`config.mk`:
```
export PLATFORM = sky130hd
export DESIGN_NAME = dual_six_bit_pwm_trim_dac
export DESIGN_NICKNAME = d
export VERILOG_FILES = /design/src/verilog/pwm_trim_pkg.sv /design/src/verilog/dual_six_bit_pwm_trim_dac.sv
export VERILOG_INCLUDE_DIRS = /design/src /design/src/verilog
export SDC_FILE = /design/constraint.sdc
export NUM_CORES = 1
export LEC_CHECK = 0
export BUFFER_PORTS_ARGS = -buffer_cell sky130_fd_sc_hd__buf_2
export CELL_PAD_IN_SITES_DETAIL_PLACEMENT = 0
export CELL_PAD_IN_SITES_GLOBAL_PLACEMENT = 1
export CORE_MARGIN = 2
export CORE_UTILIZATION = 45
export DETAILED_ROUTE_END_ITERATION = 7
export PLACE_DENSITY = 0.73
export SETUP_SLACK_MARGIN = 0.02
export SYNTH_ARGS = -nofsm -noshare
export SYNTH_HDL_FRONTEND = slang
export SYNTH_SLANG_ARGS = --single-unit
export TNS_END_PERCENT = 50
```
`constraint.sdc`:
```
create_clock -name mclk -period 3.65 [get_ports mclk]
set_input_delay 0.73 -clock mclk [delete_from_list [all_inputs] [get_ports mclk]]
set_output_delay 0.73 -clock mclk [all_outputs]
set_load 0.05 [all_outputs]
```
`src/verilog/pwm_trim_cfg.svh`:
```
// Purpose: constants for the dual six-bit duty-cycle trim block
// Assumes: mclk at 20 MHz, synchronous active-low reset
// Notes: times are given in their own unit, cycle counts derived here
`ifndef PWM_TRIM_CFG_SVH
`define PWM_TRIM_CFG_SVH

`define CLK_HZ          20000000
`define CODE_W          6
`define CODE_MID        6'h20
`define CODE_MAX        6'h3f
`define CODE_MIN        6'h00
`define PWM_HZ          5000
`define TICK_CYC        (`CLK_HZ / (`PWM_HZ * 64))
`define DEBOUNCE_US     12800
`define DEBOUNCE_CYC    ((`CLK_HZ / 1000000) * `DEBOUNCE_US)
`define REPEAT_DLY_US   410000
`define REPEAT_DLY_CYC  ((`CLK_HZ / 1000000) * `REPEAT_DLY_US)
`define REPEAT_MHZ      19500
`define REPEAT_CYC      ((`CLK_HZ / `REPEAT_MHZ) * 1000)

`endif

```
`src/verilog/pwm_trim_pkg.sv`:
```
// Purpose: types for the dual six-bit duty-cycle trim block
// Assumes: constants live in pwm_trim_cfg.svh
// Notes: none
`default_nettype none
package pwm_trim_pkg;
	typedef enum logic [0:0] {
		MODE_PULSE  = 1'b0,
		MODE_BUTTON = 1'b1
	} mode_e;

	// Per-channel step input seen as two signals
	typedef struct packed {
		logic level;  // Sampled logic level
		logic driven; // Low when pin floats
	} step_pin_s;
endpackage : pwm_trim_pkg
`default_nettype wire

```
`src/verilog/dual_six_bit_pwm_trim_dac.sv`:
```
// Purpose: two six-bit duty-cycle trim channels with pulse and pushbutton control
// Assumes: pad logic reports level and whether a step pin is driven
//          mode is fixed from the first clock after reset
// Notes: sleep tristates outputs; counts are parameters so they can be shortened
//        codes stay readable on ports for trim read-back
`include "pwm_trim_cfg.svh"
`default_nettype none
module dual_six_bit_pwm_trim_dac #(
	parameter int TICK_CYC       = `TICK_CYC,
	parameter int DEBOUNCE_CYC   = `DEBOUNCE_CYC,
	parameter int REPEAT_DLY_CYC = `REPEAT_DLY_CYC,
	parameter int REPEAT_CYC     = `REPEAT_CYC
) (
	input  wire logic                     mclk,              // 20 MHz clock
	input  wire logic                     reset_n,           // Sync reset, power-up
	input  wire pwm_trim_pkg::step_pin_s  chan1_step_input,  // Channel 1 step pin
	input  wire pwm_trim_pkg::step_pin_s  chan2_step_input,  // Channel 2 step pin
	input  wire logic                     sleep_n,           // Low puts outputs in hi-z
	output logic                          chan1_duty_output, // Channel 1 PWM level
	output logic                          chan1_duty_oe_n,   // Low while driving
	output logic                          chan2_duty_output, // Channel 2 PWM level
	output logic                          chan2_duty_oe_n,   // Low while driving
	output logic                          button_mode,       // Latched interface mode
	output logic [5:0]                    chan1_code,        // Channel 1 code
	output logic [5:0]                    chan2_code         // Channel 2 code
);
	// Counter widths sized from the counts they must reach
	localparam int DBW = $clog2(DEBOUNCE_CYC + 1);
	localparam int RW  = $clog2(REPEAT_DLY_CYC + REPEAT_CYC + 1);
	localparam int TW  = $clog2(TICK_CYC + 1);

	// Refuse counts the logic cannot serve; each needs at least one cycle
	// Wide counts only cost flops; too small ones break the timing
	if (TICK_CYC < 1) begin : g_bad_tick
		$error("dual_six_bit_pwm_trim_dac: TICK_CYC must be at least one");
	end
	if (DEBOUNCE_CYC < 1) begin : g_bad_debounce
		$error("dual_six_bit_pwm_trim_dac: DEBOUNCE_CYC must be at least one");
	end
	if (REPEAT_DLY_CYC < 1) begin : g_bad_delay
		$error("dual_six_bit_pwm_trim_dac: REPEAT_DLY_CYC must be at least one");
	end
	if (REPEAT_CYC < 1) begin : g_bad_repeat
		$error("dual_six_bit_pwm_trim_dac: REPEAT_CYC must be at least one");
	end

	// Interface mode, latched once after reset
	logic        mode_q;
	logic        sensed_q;
	logic        steps_on;

	// Shared timebase: tick divider and 64-step phase
	logic [TW-1:0] tick_div_q;
	logic [5:0]  phase_q;
	logic        tick_end;

	// Pad views, one bit per channel for the generate loop
	logic [1:0]  lvl;
	logic [1:0]  drv;

	// Pad fields gathered per channel
	assign lvl = {chan2_step_input.level, chan1_step_input.level};
	assign drv = {chan2_step_input.driven, chan1_step_input.driven};
	// Mode shown on a port for status
	assign button_mode = mode_q;

	// No step before the mode is known; also masks a false edge after reset
	assign steps_on = sensed_q;

	// Mode sensed once, on the first edge after reset release
	// Step pins must be steady across that edge; later changes are ignored
	always_ff @(posedge mclk) begin
		if (!reset_n) begin
			sensed_q <= 1'b0;
			mode_q   <= pwm_trim_pkg::MODE_PULSE;
		end else if (!sensed_q) begin
			sensed_q <= 1'b1;
			mode_q   <= (drv == 2'b00) ? pwm_trim_pkg::MODE_BUTTON
			                           : pwm_trim_pkg::MODE_PULSE;
		end
	end

	// Free-running timebase; 64 ticks form one period near 5 kHz
	// Sleep leaves it running, so waveforms resume in phase
	always_ff @(posedge mclk) begin
		if (!reset_n) begin
			tick_div_q <= '0;
			phase_q    <= 6'h00;
		end else if (tick_end) begin
			tick_div_q <= '0;
			phase_q    <= phase_q + 6'h01;
		end else begin
			tick_div_q <= tick_div_q + TW'(1);
		end
	end
	// Last cycle of one tick; phase wraps 63 to 0 by overflow
	assign tick_end = (tick_div_q == TW'(TICK_CYC - 1));

	// Per-channel output and code state
	logic [1:0] duty_q;
	logic [5:0] code_q [2];

	// One generate loop: each step input steers only its own channel
	for (genvar c = 0; c < 2; c++) begin : g_chan
		// Debounce state
		logic          prev_q;
		logic          stable_q;
		logic [DBW-1:0] db_q;

		// Press and auto-repeat state
		logic          pressed_q;
		logic          up_q;
		logic [RW-1:0] rep_q;
		logic          rep_hit;

		// Step strobes into the code counter
		logic          rise;
		logic          step_up;
		logic          step_dn;

		// Pulse edge: level high now, low one sample earlier
		assign rise = lvl[c] && !prev_q;

		// Repeat point: hold delay plus one repeat period passed, then every repeat period
		assign rep_hit = pressed_q && rep_q == RW'(REPEAT_DLY_CYC + REPEAT_CYC - 1);

		// Debounce: a new level must hold for the full debounce time
		// A floating pin keeps the counter cleared, so release never steps
		always_ff @(posedge mclk) begin
			if (!reset_n) begin
				prev_q   <= 1'b0;
				stable_q <= 1'b0;
				db_q     <= '0;
			end else begin
				prev_q <= lvl[c];
				if (lvl[c] != prev_q || !drv[c]) begin
					db_q <= '0;
				end else if (db_q != DBW'(DEBOUNCE_CYC)) begin
					db_q <= db_q + DBW'(1);
				end
				stable_q <= (db_q == DBW'(DEBOUNCE_CYC - 1)) && drv[c] && lvl[c] == prev_q;
			end
		end

		// Press tracking with auto-repeat after the hold delay
		// Release clears the hold, so each press starts its own delay
		always_ff @(posedge mclk) begin
			if (!reset_n) begin
				pressed_q <= 1'b0;
				up_q      <= 1'b0;
				rep_q     <= '0;
			end else if (!drv[c]) begin
				pressed_q <= 1'b0; // Released: pin floats again
				rep_q     <= '0;
			end else if (stable_q) begin
				pressed_q <= 1'b1;
				up_q      <= prev_q;
				rep_q     <= '0;
			end else if (pressed_q) begin
				if (rep_q == RW'(REPEAT_DLY_CYC + REPEAT_CYC - 1))
					rep_q <= RW'(REPEAT_DLY_CYC);
				else
					rep_q <= rep_q + RW'(1);
			end
		end

		// Step strobes for each mode; silent until the mode is latched
		always_comb begin
			step_up = 1'b0;
			step_dn = 1'b0;
			if (!steps_on) begin
				step_up = 1'b0;
			end else if (mode_q == pwm_trim_pkg::MODE_PULSE) begin
				step_up = rise;
			end else if (stable_q) begin
				// First step once the press has settled
				step_up = prev_q;
				step_dn = !prev_q;
			end else if (rep_hit) begin
				// Held press repeats in the direction of the last settled level
				step_up = up_q;
				step_dn = !up_q;
			end
		end

		// Code counter; kept through sleep, preset only by reset
		// Pulse mode wraps 63 to 0 by plain overflow; buttons saturate
		// Steps only ever come from the strobes above
		always_ff @(posedge mclk) begin
			if (!reset_n) begin
				code_q[c] <= `CODE_MID;
			end else if (mode_q == pwm_trim_pkg::MODE_PULSE && step_up) begin
				code_q[c] <= code_q[c] + 6'h01;
			end else if (step_up && code_q[c] != `CODE_MAX) begin
				code_q[c] <= code_q[c] + 6'h01;
			end else if (step_dn && code_q[c] != `CODE_MIN) begin
				code_q[c] <= code_q[c] - 6'h01;
			end
		end

		// Output high while phase below code; 63 gives 63/64 duty
		// Registered so the pad sees no compare glitches
		always_ff @(posedge mclk) begin
			if (!reset_n)
				duty_q[c] <= 1'b0;
			else
				duty_q[c] <= (phase_q < code_q[c]);
		end
	end

	// Codes and duty levels leave through plain wires
	assign chan1_code        = code_q[0];
	assign chan2_code        = code_q[1];
	assign chan1_duty_output = duty_q[0];
	assign chan2_duty_output = duty_q[1];
	// Sleep only releases the pads; codes and timebase run on
	assign chan1_duty_oe_n   = !sleep_n;
	assign chan2_duty_oe_n   = !sleep_n;

	// Limitation: swapping press direction mid-hold repeats the old way until the new level settles
endmodule : dual_six_bit_pwm_trim_dac
`default_nettype wire

```
==> flow_summary.json, run 1 <==
{
  "status": "finished, final reports clean",
  "use_met1_pct": 23.4,
  "powerDensity_mw_per_mm2": 425,
  "slew_violations": 0,
  "fin_crit_ps": 3460,
  "overflow": 0,
  "criticalPathCategory": "reg2reg",
  "ys_ff_latch": 120,
  "crit_start": "g_chan[1].rep_q[7]$_SDFFE_PP0P_",
  "stdcell_area_mm2": 0.00697,
  "r2r_end": "code_q[1][5]$_SDFFCE_PN1P_",
  "fillCellCount": 1285,
  "utilization_pct": 52.2,
  "die_w_um": 121,
  "cp.required_ps": 3810,
  "p_leak_nw": 2.43,
  "area_growth_pct": 12.5,
  "synth.distinct_cells": 61,
  "fmax_mhz": 289,
  "die_h_um": 121,
  "ant_nets": 0,
  "hp-class": "reg2reg",
  "routed-via-count": 4956,
  "hold_viol_final": 0,
  "timing.max_cap.violations": 0,
  "cts.clk_slew.worst_paths_ps": 50,
  "cts_max_path_buffers": 2,
  "drive_gt1_share_pct": 8.86,
  "yosysWarnings": 0,
  "async_flop_share_pct": 0,
  "path_max_fanout": 7,
  "rows": 42,
  "setup_tns_ps": 0,
  "slew_headroom_pct": 40.9,
  "antenna_cells": 0,
  "synth.top_cells.by_area": "dfxtp_1 35%, xnor2_1 6.8%, edfxtp_1 5.8%",
  "portBuffers": 23,
  "worstSetupEndpointType": "flip-flop",
  "htreeDepth": 4,
  "grtUsageTotal_pct": 18.3,
  "num_io_pins": 24,
  "drc": 0,
  "placed_area_mm2": 0.00645,
  "cts_tree": "done",
  "wl_per_cell_um": 13.5,
  "syn-instance-count": 714,
  "skew_ps": 11.9,
  "firstDrtPassIters": 5,
  "viasPerCell": 5.38,
  "r2r_setup_slack_ps": 190,
  "grt_first_pass_wirelength_mm": 21.7,
  "synth_common_cells": "108 x dfxtp_1, 95 x nor2_1, 55 x nand2_1",
  "dp_hpwl_mm": 8.81,
  "initial_core_util_pct": 46.4,
  "tightest_slew_ps": 879,
  "yosysMostFrequentCell": "dfxtp_1",
  "min_period_over_period_pct": 94.9,
  "cp-endpoint": "code_q[1][5]$_SDFFCE_PN1P_",
  "clk_latency_ps": 410,
  "die_area_mm2": 0.0147,
  "reg2reg_from": "g_chan[1].rep_q[7]$_SDFFE_PP0P_",
  "setup_viol": 0,
  "synth_fp_nets": 750,
  "grt_pass1_vias": 4771,
  "design_power_total_mw": 2.97,
  "nets": 771,
  "wirelength_mm": 12.4,
  "met2_usage_pct": 29.5,
  "synth_top_area_share_pct": 34.9,
  "drtIter0Drc": 301,
  "whs_ps": 478,
  "critical_path.startpoint_type": "flip-flop",
  "ys_seq_area_share_pct": 40.7,
  "antenna_found_initial": 0,
  "cts_buffers": 17,
  "cts_root_buffer": "clkbuf_16",
  "gr-max-usage-layer": "met2",
  "holdBufCountCts": 0,
  "rr_worst_depth": 10,
  "core_mm2": 0.0133,
  "place.gp.congestion": 0.836,
  "syn-cell-area_mm2": 0.00620,
  "rsz0062_at_grt": "false",
  "critPathArrivalTime_ps": 3620,
  "ys_dominant_reg_cell": "dfxtp_1",
  "synth_edf_count": 12,
  "grt_use_met3_pct": 5.17,
  "syn_area_per_cell_um2": 8.68,
  "grt_max_degree": 30,
  "synthDominantAreaCellType": "dfxtp_1",
  "clock_sinks": 120,
  "ir_drop_mv": 0.324
}
## repair_timing
| action | 4_1_cts | 5_1_grt |
|---|---|---|
| setup buffers | 0 | 0 |
| endpoints found under the setup margin | 0 | 1 |
| gates resized for setup | 0 | 3 |
## registers in the layout, indices dropped and copies added, names as in the netlist
register and flops:
button_mode 1, chan1_duty_output 1, chan2_duty_output 1, code_q 12, g_chan.db_q 36, g_chan.pressed_q 2
g_chan.prev_q 2, g_chan.rep_q 48, g_chan.stable_q 2, g_chan.up_q 2, phase_q 6, sensed_q 1
tick_div_q 6
## per-stage QoR
stage | setup slack, ps | instances
4_1_cts | 52.2 | 921
6_report | 185 | 921
3_3_place_gp | 134 | 892
3_5_place_dp | 62.0 | 892
2_1_floorplan | 286 | 714
5_1_grt | 43.0 | 921
## layout by cell type (no fill, tap or decap), drive strengths merged, types with 5 or more instances in the layout
cell type,Yosys,layout
nand2,55,55
o21ai,11,11
nor4,25,25
nor2,95,95
edfxtp,12,12
mux2i,7,7
and2,14,14
a211oi,5,5
xnor2,48,48
buf,4,25
nor3,27,27
and3,11,11
nand4,22,22
clkbuf,19,26
and4,7,7
nand2b,10,10
a21o,7,7
or3,11,11
xor2,35,35
nand3,37,37
ha,28,28
inv,35,35
dfxtp,108,108
or2,6,6
a21oi,22,22
## report_power, final
group | leakage (nW) | switching, mW | internal (mW) | total [mW]
Combinational | 1.19 | 0.103 | 0.0469 | 0.150
Sequential | 0.991 | 0.0213 | 1.35 | 1.37
Clock | 0.245 | 0.534 | 0.910 | 1.44
Total | 2.43 | 0.659 | 2.31 | 2.97
## worst min path at each step
stage                                      from                          end  depth (start not counted)
floorplan              tick_div_q[0]$_SDFF_PP0_     tick_div_q[0]$_SDFF_PP0_                          1
global placement    g_chan[0].up_q$_SDFFE_PN0P_  g_chan[0].up_q$_SDFFE_PN0P_                          2
detailed placement  g_chan[0].up_q$_SDFFE_PN0P_  g_chan[0].up_q$_SDFFE_PN0P_                          2
CTS                 g_chan[0].up_q$_SDFFE_PN0P_  g_chan[0].up_q$_SDFFE_PN0P_                          2
global route        g_chan[0].up_q$_SDFFE_PN0P_  g_chan[0].up_q$_SDFFE_PN0P_                          2
finish              g_chan[0].up_q$_SDFFE_PN0P_  g_chan[0].up_q$_SDFFE_PN0P_                          2
## area by class of cell
class	instances	area (um^2)	share of cell area, %
well taps	176	220	3.16
multi-input cells	536	3460	49.6
repair buffers	25	130	1.87
clock inverters	3	17.5	0.251
inverters	35	131	1.89
flip-flops and latches	120	2520	36.2
clock buffers	26	490	7.04
## cell families after synthesis
kind of cell	share of synthesized area, %
buffers and inverters	3.74
multiplexers	1.13
AO/OA/AOI/OAI	8.22
AND/OR/NAND/NOR	28.5
flip-flops	40.7
XOR/XNOR	11.7
adder cells (fa/ha/maj)	5.98
## critical path, cell delays in order (launching register included)
cell,delay [ps]
dfxtp_1,360
or4_1,520
or4_4,540
o41ai_4,330
and2_4,250
ha_1,160
a21o_1,90
a21oi_1,100
or4b_2,630
o2111ai_1,140
mux2i_1,100
## metal layers
layer | up-vias | routed length [um] | share of wire, %
met5 | - | 0 | 0
met4 | 0 | 191 | 1.5
met3 | 17 | 353 | 2.8
met2 | 63 | 5690 | 46
met1 | 2328 | 6190 | 50
li1 | 2548 | - | -
No activity file was read; power rests on OpenSTA's default activity.
==> run 2: changes to the inputs <==
--- a/config.mk
+++ b/config.mk
@@ -10,9 +10,9 @@
 export CELL_PAD_IN_SITES_DETAIL_PLACEMENT = 0
 export CELL_PAD_IN_SITES_GLOBAL_PLACEMENT = 1
 export CORE_MARGIN = 2
-export CORE_UTILIZATION = 45
+export CORE_UTILIZATION = 46
 export DETAILED_ROUTE_END_ITERATION = 7
-export PLACE_DENSITY = 0.73
+export PLACE_DENSITY = 0.74
 export SETUP_SLACK_MARGIN = 0.02
 export SYNTH_ARGS = -nofsm -noshare
 export SYNTH_HDL_FRONTEND = slang
==> flow_summary.json, run 2 (same netlist as run 1, synthesis figures left out) <==
{
  "status": "finished, final reports clean",
  "core_mm2": 0.0132,
  "timing.max_cap.violations": 0,
  "slowest_stage": "or4b_2",
  "design_power_total_mw": 3.08,
  "hold_viol_final": 0,
  "path_cells": "or4_1, or4_4, o41ai_2, and2_4, ha_1, a21o_1, a21oi_1, or4b_2, o2111ai_1, mux2i_1",
  "drive_gt1_share_pct": 10.0,
  "area_growth_pct": 13.2,
  "clock_sinks": 120,
  "firstDrtPassIters": 4,
  "hp-class": "reg2reg",
  "post-cts-setup-buffers": 0,
  "cts_root_buffer": "clkbuf_16",
  "drtIter0Drc": 292,
  "die_area_mm2": 0.0144,
  "fmax_mhz": 292,
  "worstSetupEndpointType": "flip-flop",
  "rsz0062_at_grt": "false",
  "cts.clk_slew.worst_paths_ps": 60,
  "dp_hpwl_mm": 9.07,
  "drc": 0,
  "htreeDepth": 4,
  "antenna_found_initial": 0,
  "rows": 42,
  "ant_nets": 0,
  "wl_per_cell_um": 14.0,
  "largest_reg_flops": 48,
  "top_register": "g_chan.rep_q",
  "antenna_cells": 0,
  "clk_latency_ps": 410,
  "nets": 773,
  "setup_tns_ps": 0,
  "critPathMaxStageDelay_ps": 610,
  "grtUsageTotal_pct": 19.0,
  "skew_ps": 6.73,
  "die_h_um": 120,
  "overflow": 0,
  "cts_max_path_buffers": 2,
  "place.gp.congestion": 0.823,
  "preCtsSetupSlack_ps": 115,
  "path_max_fanout": 6,
  "largestRegisters": "g_chan.rep_q x48, g_chan.db_q x36, code_q x12",
  "slew_headroom_pct": 42.3,
  "regArea_mm2": 0.00252,
  "cts_buffers": 17,
  "num_io_pins": 24,
  "critPathArrivalTime_ps": 3580,
  "portBuffers": 23,
  "criticalPathCategory": "reg2reg",
  "layout_commonest_cell": "dfxtp_1",
  "min_period_over_period_pct": 93.7,
  "p_leak_nw": 2.47,
  "wirelength_mm": 13.0,
  "viasPerCell": 5.43,
  "tightest_slew_ps": 858,
  "cts_tree": "done",
  "final_cell_mix": "108 x dfxtp_1, 95 x nor2_1, 55 x nand2_1, 48 x xnor2_1, 37 x nand3_1",
  "slew_violations": 0,
  "die_w_um": 120,
  "fillCellCount": 1242,
  "ir_drop_mv": 0.298,
  "initial_core_util_pct": 47.0,
  "fin_crit_ps": 3420,
  "powerDensity_mw_per_mm2": 439,
  "grt_max_degree": 30,
  "grt_first_pass_wirelength_mm": 22.3,
  "multi_input_area_mm2": 0.00345,
  "critical_path.startpoint_type": "flip-flop",
  "fin_ws_ps": 229,
  "setup_viol": 0,
  "cp.required_ps": 3810,
  "routed-via-count": 5029,
  "grt_pass1_vias": 4947
}
-- run 2: cell types whose count changed in the layout (fill, tap and decap cells not counted), moves of 2 or more --
cell,change
clkbuf_1,-4
clkinv_2,+4
buf_4,+2
clkbuf_8,+2
-- run 2: path summary, 6_finish.rpt --
path	cells after the start	slack (ps)	from	end
hold / removal	1	490	tick_div_q[0]$_SDFF_PP0_	tick_div_q[0]$_SDFF_PP0_
hold reg to reg	1	490	tick_div_q[0]$_SDFF_PP0_	tick_div_q[0]$_SDFF_PP0_
setup / recovery	10	230	g_chan[1].rep_q[6]$_SDFFE_PP0P_	code_q[1][5]$_SDFFCE_PN1P_
setup reg to reg	10	230	g_chan[1].rep_q[6]$_SDFFE_PP0P_	code_q[1][5]$_SDFFCE_PN1P_
-- run 2: what timing repair did --
action	in CTS	in global routing
hold buffers	0	0
endpoints found under the setup margin	0	1
gates resized for setup	0	2
-- run 2: layer usage --
layer | GRT usage [%] | wire length (um) | vias up
li1 | - | - | 2556
met1 | 23.9 | 6290 | 2380
met2 | 31.5 | 6090 | 78
met3 | 4.42 | 377 | 15
met4 | 7.72 | 207 | 0
met5 | 0 | 0 | -
-- run 2: power by group --
part	internal (mW)	switching, mW	total [mW]
Combinational	0.0473	0.105	0.152
Sequential	1.35	0.0217	1.37
Clock	0.981	0.576	1.56
-- run 2: stage by stage --
step           hold slack [ps]  util, %  cell area [um^2]  cells
5_1_grt                    517     53.2              7020    926
4_1_cts                    495     53.2              7010    926
3_3_place_gp               467     49.0              6460    894
6_report                   490     53.2              7020    926
2_1_floorplan              445        -              6200    714
3_5_place_dp               484     49.0              6460    894
-- run 2: final cells by class --
type	instances	share of cell area, %
multi-input combinational	536	49.1
sequential	120	35.9
timing repair buffer	27	2.07
tap	176	3.14
inverter	35	1.87
clock inverter	9	1.05
clock buffer	23	6.81
-- run 2: worst max-delay path: cells and delay by family (launching register included) --
| family | cells | cell delay (ps) |
|---|---|---|
| multiplexers | 1 | 100 |
| adder cells (fa/ha/maj) | 1 | 150 |
| flip-flops | 1 | 330 |
| AO/OA/AOI/OAI | 4 | 660 |
| AND/OR/NAND/NOR | 4 | 1920 |
==> run 3: changes to the inputs <==
--- a/config.mk
+++ b/config.mk
@@ -13,6 +13,7 @@
 export CORE_UTILIZATION = 46
 export DETAILED_ROUTE_END_ITERATION = 7
 export PLACE_DENSITY = 0.74
+export RECOVER_POWER = 50
 export SETUP_SLACK_MARGIN = 0.02
 export SYNTH_ARGS = -nofsm -noshare
 export SYNTH_HDL_FRONTEND = slang
==> flow_summary.json, run 3 (same netlist as run 1, synthesis figures left out) <==
{
  "die_w_um": 120,
  "cts_tree": "done",
  "critPathArrivalTime_ps": 3580,
  "ant_nets": 0,
  "nets": 773,
  "antenna_found_initial": 0,
  "top_register": "g_chan.rep_q",
  "clk_latency_ps": 410,
  "p_leak_nw": 2.42,
  "slew_violations": 0,
  "critPathMaxStageDelay_ps": 610,
  "grtUsageTotal_pct": 19.0,
  "dp_hpwl_mm": 9.07,
  "area_growth_pct": 12.9,
  "final_cell_mix": "108 x dfxtp_1, 95 x nor2_1, 55 x nand2_1, 48 x xnor2_1, 37 x nand3_1",
  "skew_ps": 7.20,
  "die_h_um": 120,
  "timing.max_cap.violations": 0,
  "ir_drop_mv": 0.298,
  "largestRegisters": "g_chan.rep_q x48, g_chan.db_q x36, code_q x12",
  "fillCellCount": 1250,
  "die_area_mm2": 0.0144,
  "r2r_end": "code_q[1][5]$_SDFFCE_PN1P_",
  "drtIter0Drc": 304,
  "firstDrtPassIters": 5,
  "viasPerCell": 5.42,
  "cts_root_buffer": "clkbuf_16",
  "critical_path.startpoint_type": "flip-flop",
  "status": "finished, final reports clean",
  "fmax_mhz": 293,
  "grt_pass1_vias": 4947,
  "clock_sinks": 120,
  "overflow": 0,
  "r2r_setup_slack_ps": 230,
  "wl_per_cell_um": 14.0,
  "tightest_slew_ps": 1150,
  "setup_viol": 0,
  "layout_commonest_cell": "dfxtp_1",
  "initial_core_util_pct": 47.0,
  "cp-endpoint": "code_q[1][5]$_SDFFCE_PN1P_",
  "min_period_over_period_pct": 93.7,
  "place.gp.congestion": 0.823,
  "portBuffers": 23,
  "cts.clk_slew.worst_paths_ps": 60,
  "slew_headroom_pct": 23.4,
  "largest_reg_flops": 48,
  "core_mm2": 0.0132,
  "routed-via-count": 5021,
  "wirelength_mm": 12.9,
  "powerDensity_mw_per_mm2": 440,
  "grt_max_degree": 30,
  "hold_viol_final": 0,
  "grt_first_pass_wirelength_mm": 22.3,
  "num_io_pins": 24,
  "drive_gt1_share_pct": 7.73,
  "criticalPathCategory": "reg2reg",
  "rows": 42,
  "post-cts-setup-buffers": 0,
  "crit_start": "g_chan[1].rep_q[10]$_SDFFE_PP0P_",
  "antenna_cells": 0,
  "drc": 0,
  "worstSetupEndpointType": "flip-flop",
  "design_power_total_mw": 3.08,
  "path_max_fanout": 7,
  "slowest_stage": "or4b_2",
  "min_from": "tick_div_q[0]$_SDFF_PP0_",
  "cts_buffers": 17,
  "fin_crit_ps": 3420,
  "cts_max_path_buffers": 2,
  "rsz0062_at_grt": "false",
  "rr_worst_depth": 10,
  "path_cells": "or4_1, or4_4, o41ai_2, and2_4, ha_1, a21o_1, a21oi_1, or4b_2, o2111ai_1, mux2i_1",
  "htreeDepth": 4,
  "hp-class": "reg2reg",
  "setup_tns_ps": 0,
  "cp.required_ps": 3810,
  "reg2reg_from": "g_chan[1].rep_q[10]$_SDFFE_PP0P_"
}
-- run 3: metal layers --
layer | wire length [um] | vias up | track usage [%] | part of all wire (%)
met4 | 210 | 0 | 7.72 | 1.6
met5 | 0 | - | 0 | 0
met1 | 6280 | 2374 | 23.9 | 49
met2 | 6090 | 77 | 31.5 | 47
met3 | 362 | 15 | 4.42 | 2.8
li1 | - | 2555 | - | -
-- run 3: worst min path at each step --
stage	endpoint	slack, ps	cells past startpoint
global placement	tick_div_q[0]$_SDFF_PP0_	470	1
global route	tick_div_q[0]$_SDFF_PP0_	520	1
detailed placement	g_chan[0].up_q$_SDFFE_PN0P_	480	2
floorplan	tick_div_q[0]$_SDFF_PP0_	450	1
CTS	tick_div_q[0]$_SDFF_PP0_	500	1
finish	tick_div_q[0]$_SDFF_PP0_	490	1
-- run 3: where the power goes --
group / switching [mW] / internal [mW]
Sequential: 0.0220 / 1.35
Clock: 0.576 / 0.981
Combinational: 0.105 / 0.0440
-- run 3: area by class of cell --
type / count / area (um^2) / share of cell area [%]
Clock inverter: 9 / 73.8 / 1.06
Timing Repair Buffer: 27 / 124 / 1.77
Clock buffer: 23 / 478 / 6.83
Inverter: 35 / 131 / 1.88
Tap cell: 176 / 220 / 3.15
Sequential cell: 120 / 2520 / 36.1
Multi-Input combinational cell: 536 / 3450 / 49.3
-- run 3: what timing repair did --
action | CTS | global route
hold buffers | 0 | 0
endpoints found under the setup margin | 0 | 1
resized for setup | 0 | 2
-- run 3: critical path: cells and delay by family (launching register included) --
kind	cells	cell delay [ps]
muxes	1	100
DFF	1	370
and+or+nand+nor	4	1880
AOI/OAI and AO/OA	4	660
adders and majority gates	1	150
-- run 3: through the flow --
stage	hold slack, ps	utilization [%]	area, um^2	worst slack [ps]	instances
after floorplan	445	-	6200	286	714
after global placement	467	49.0	6460	174	894
after detailed placement	484	49.0	6460	115	894
after CTS	495	53.2	7010	98.9	926
after global routing	517	53.0	7000	36.0	926
final	490	53.0	7000	232	926
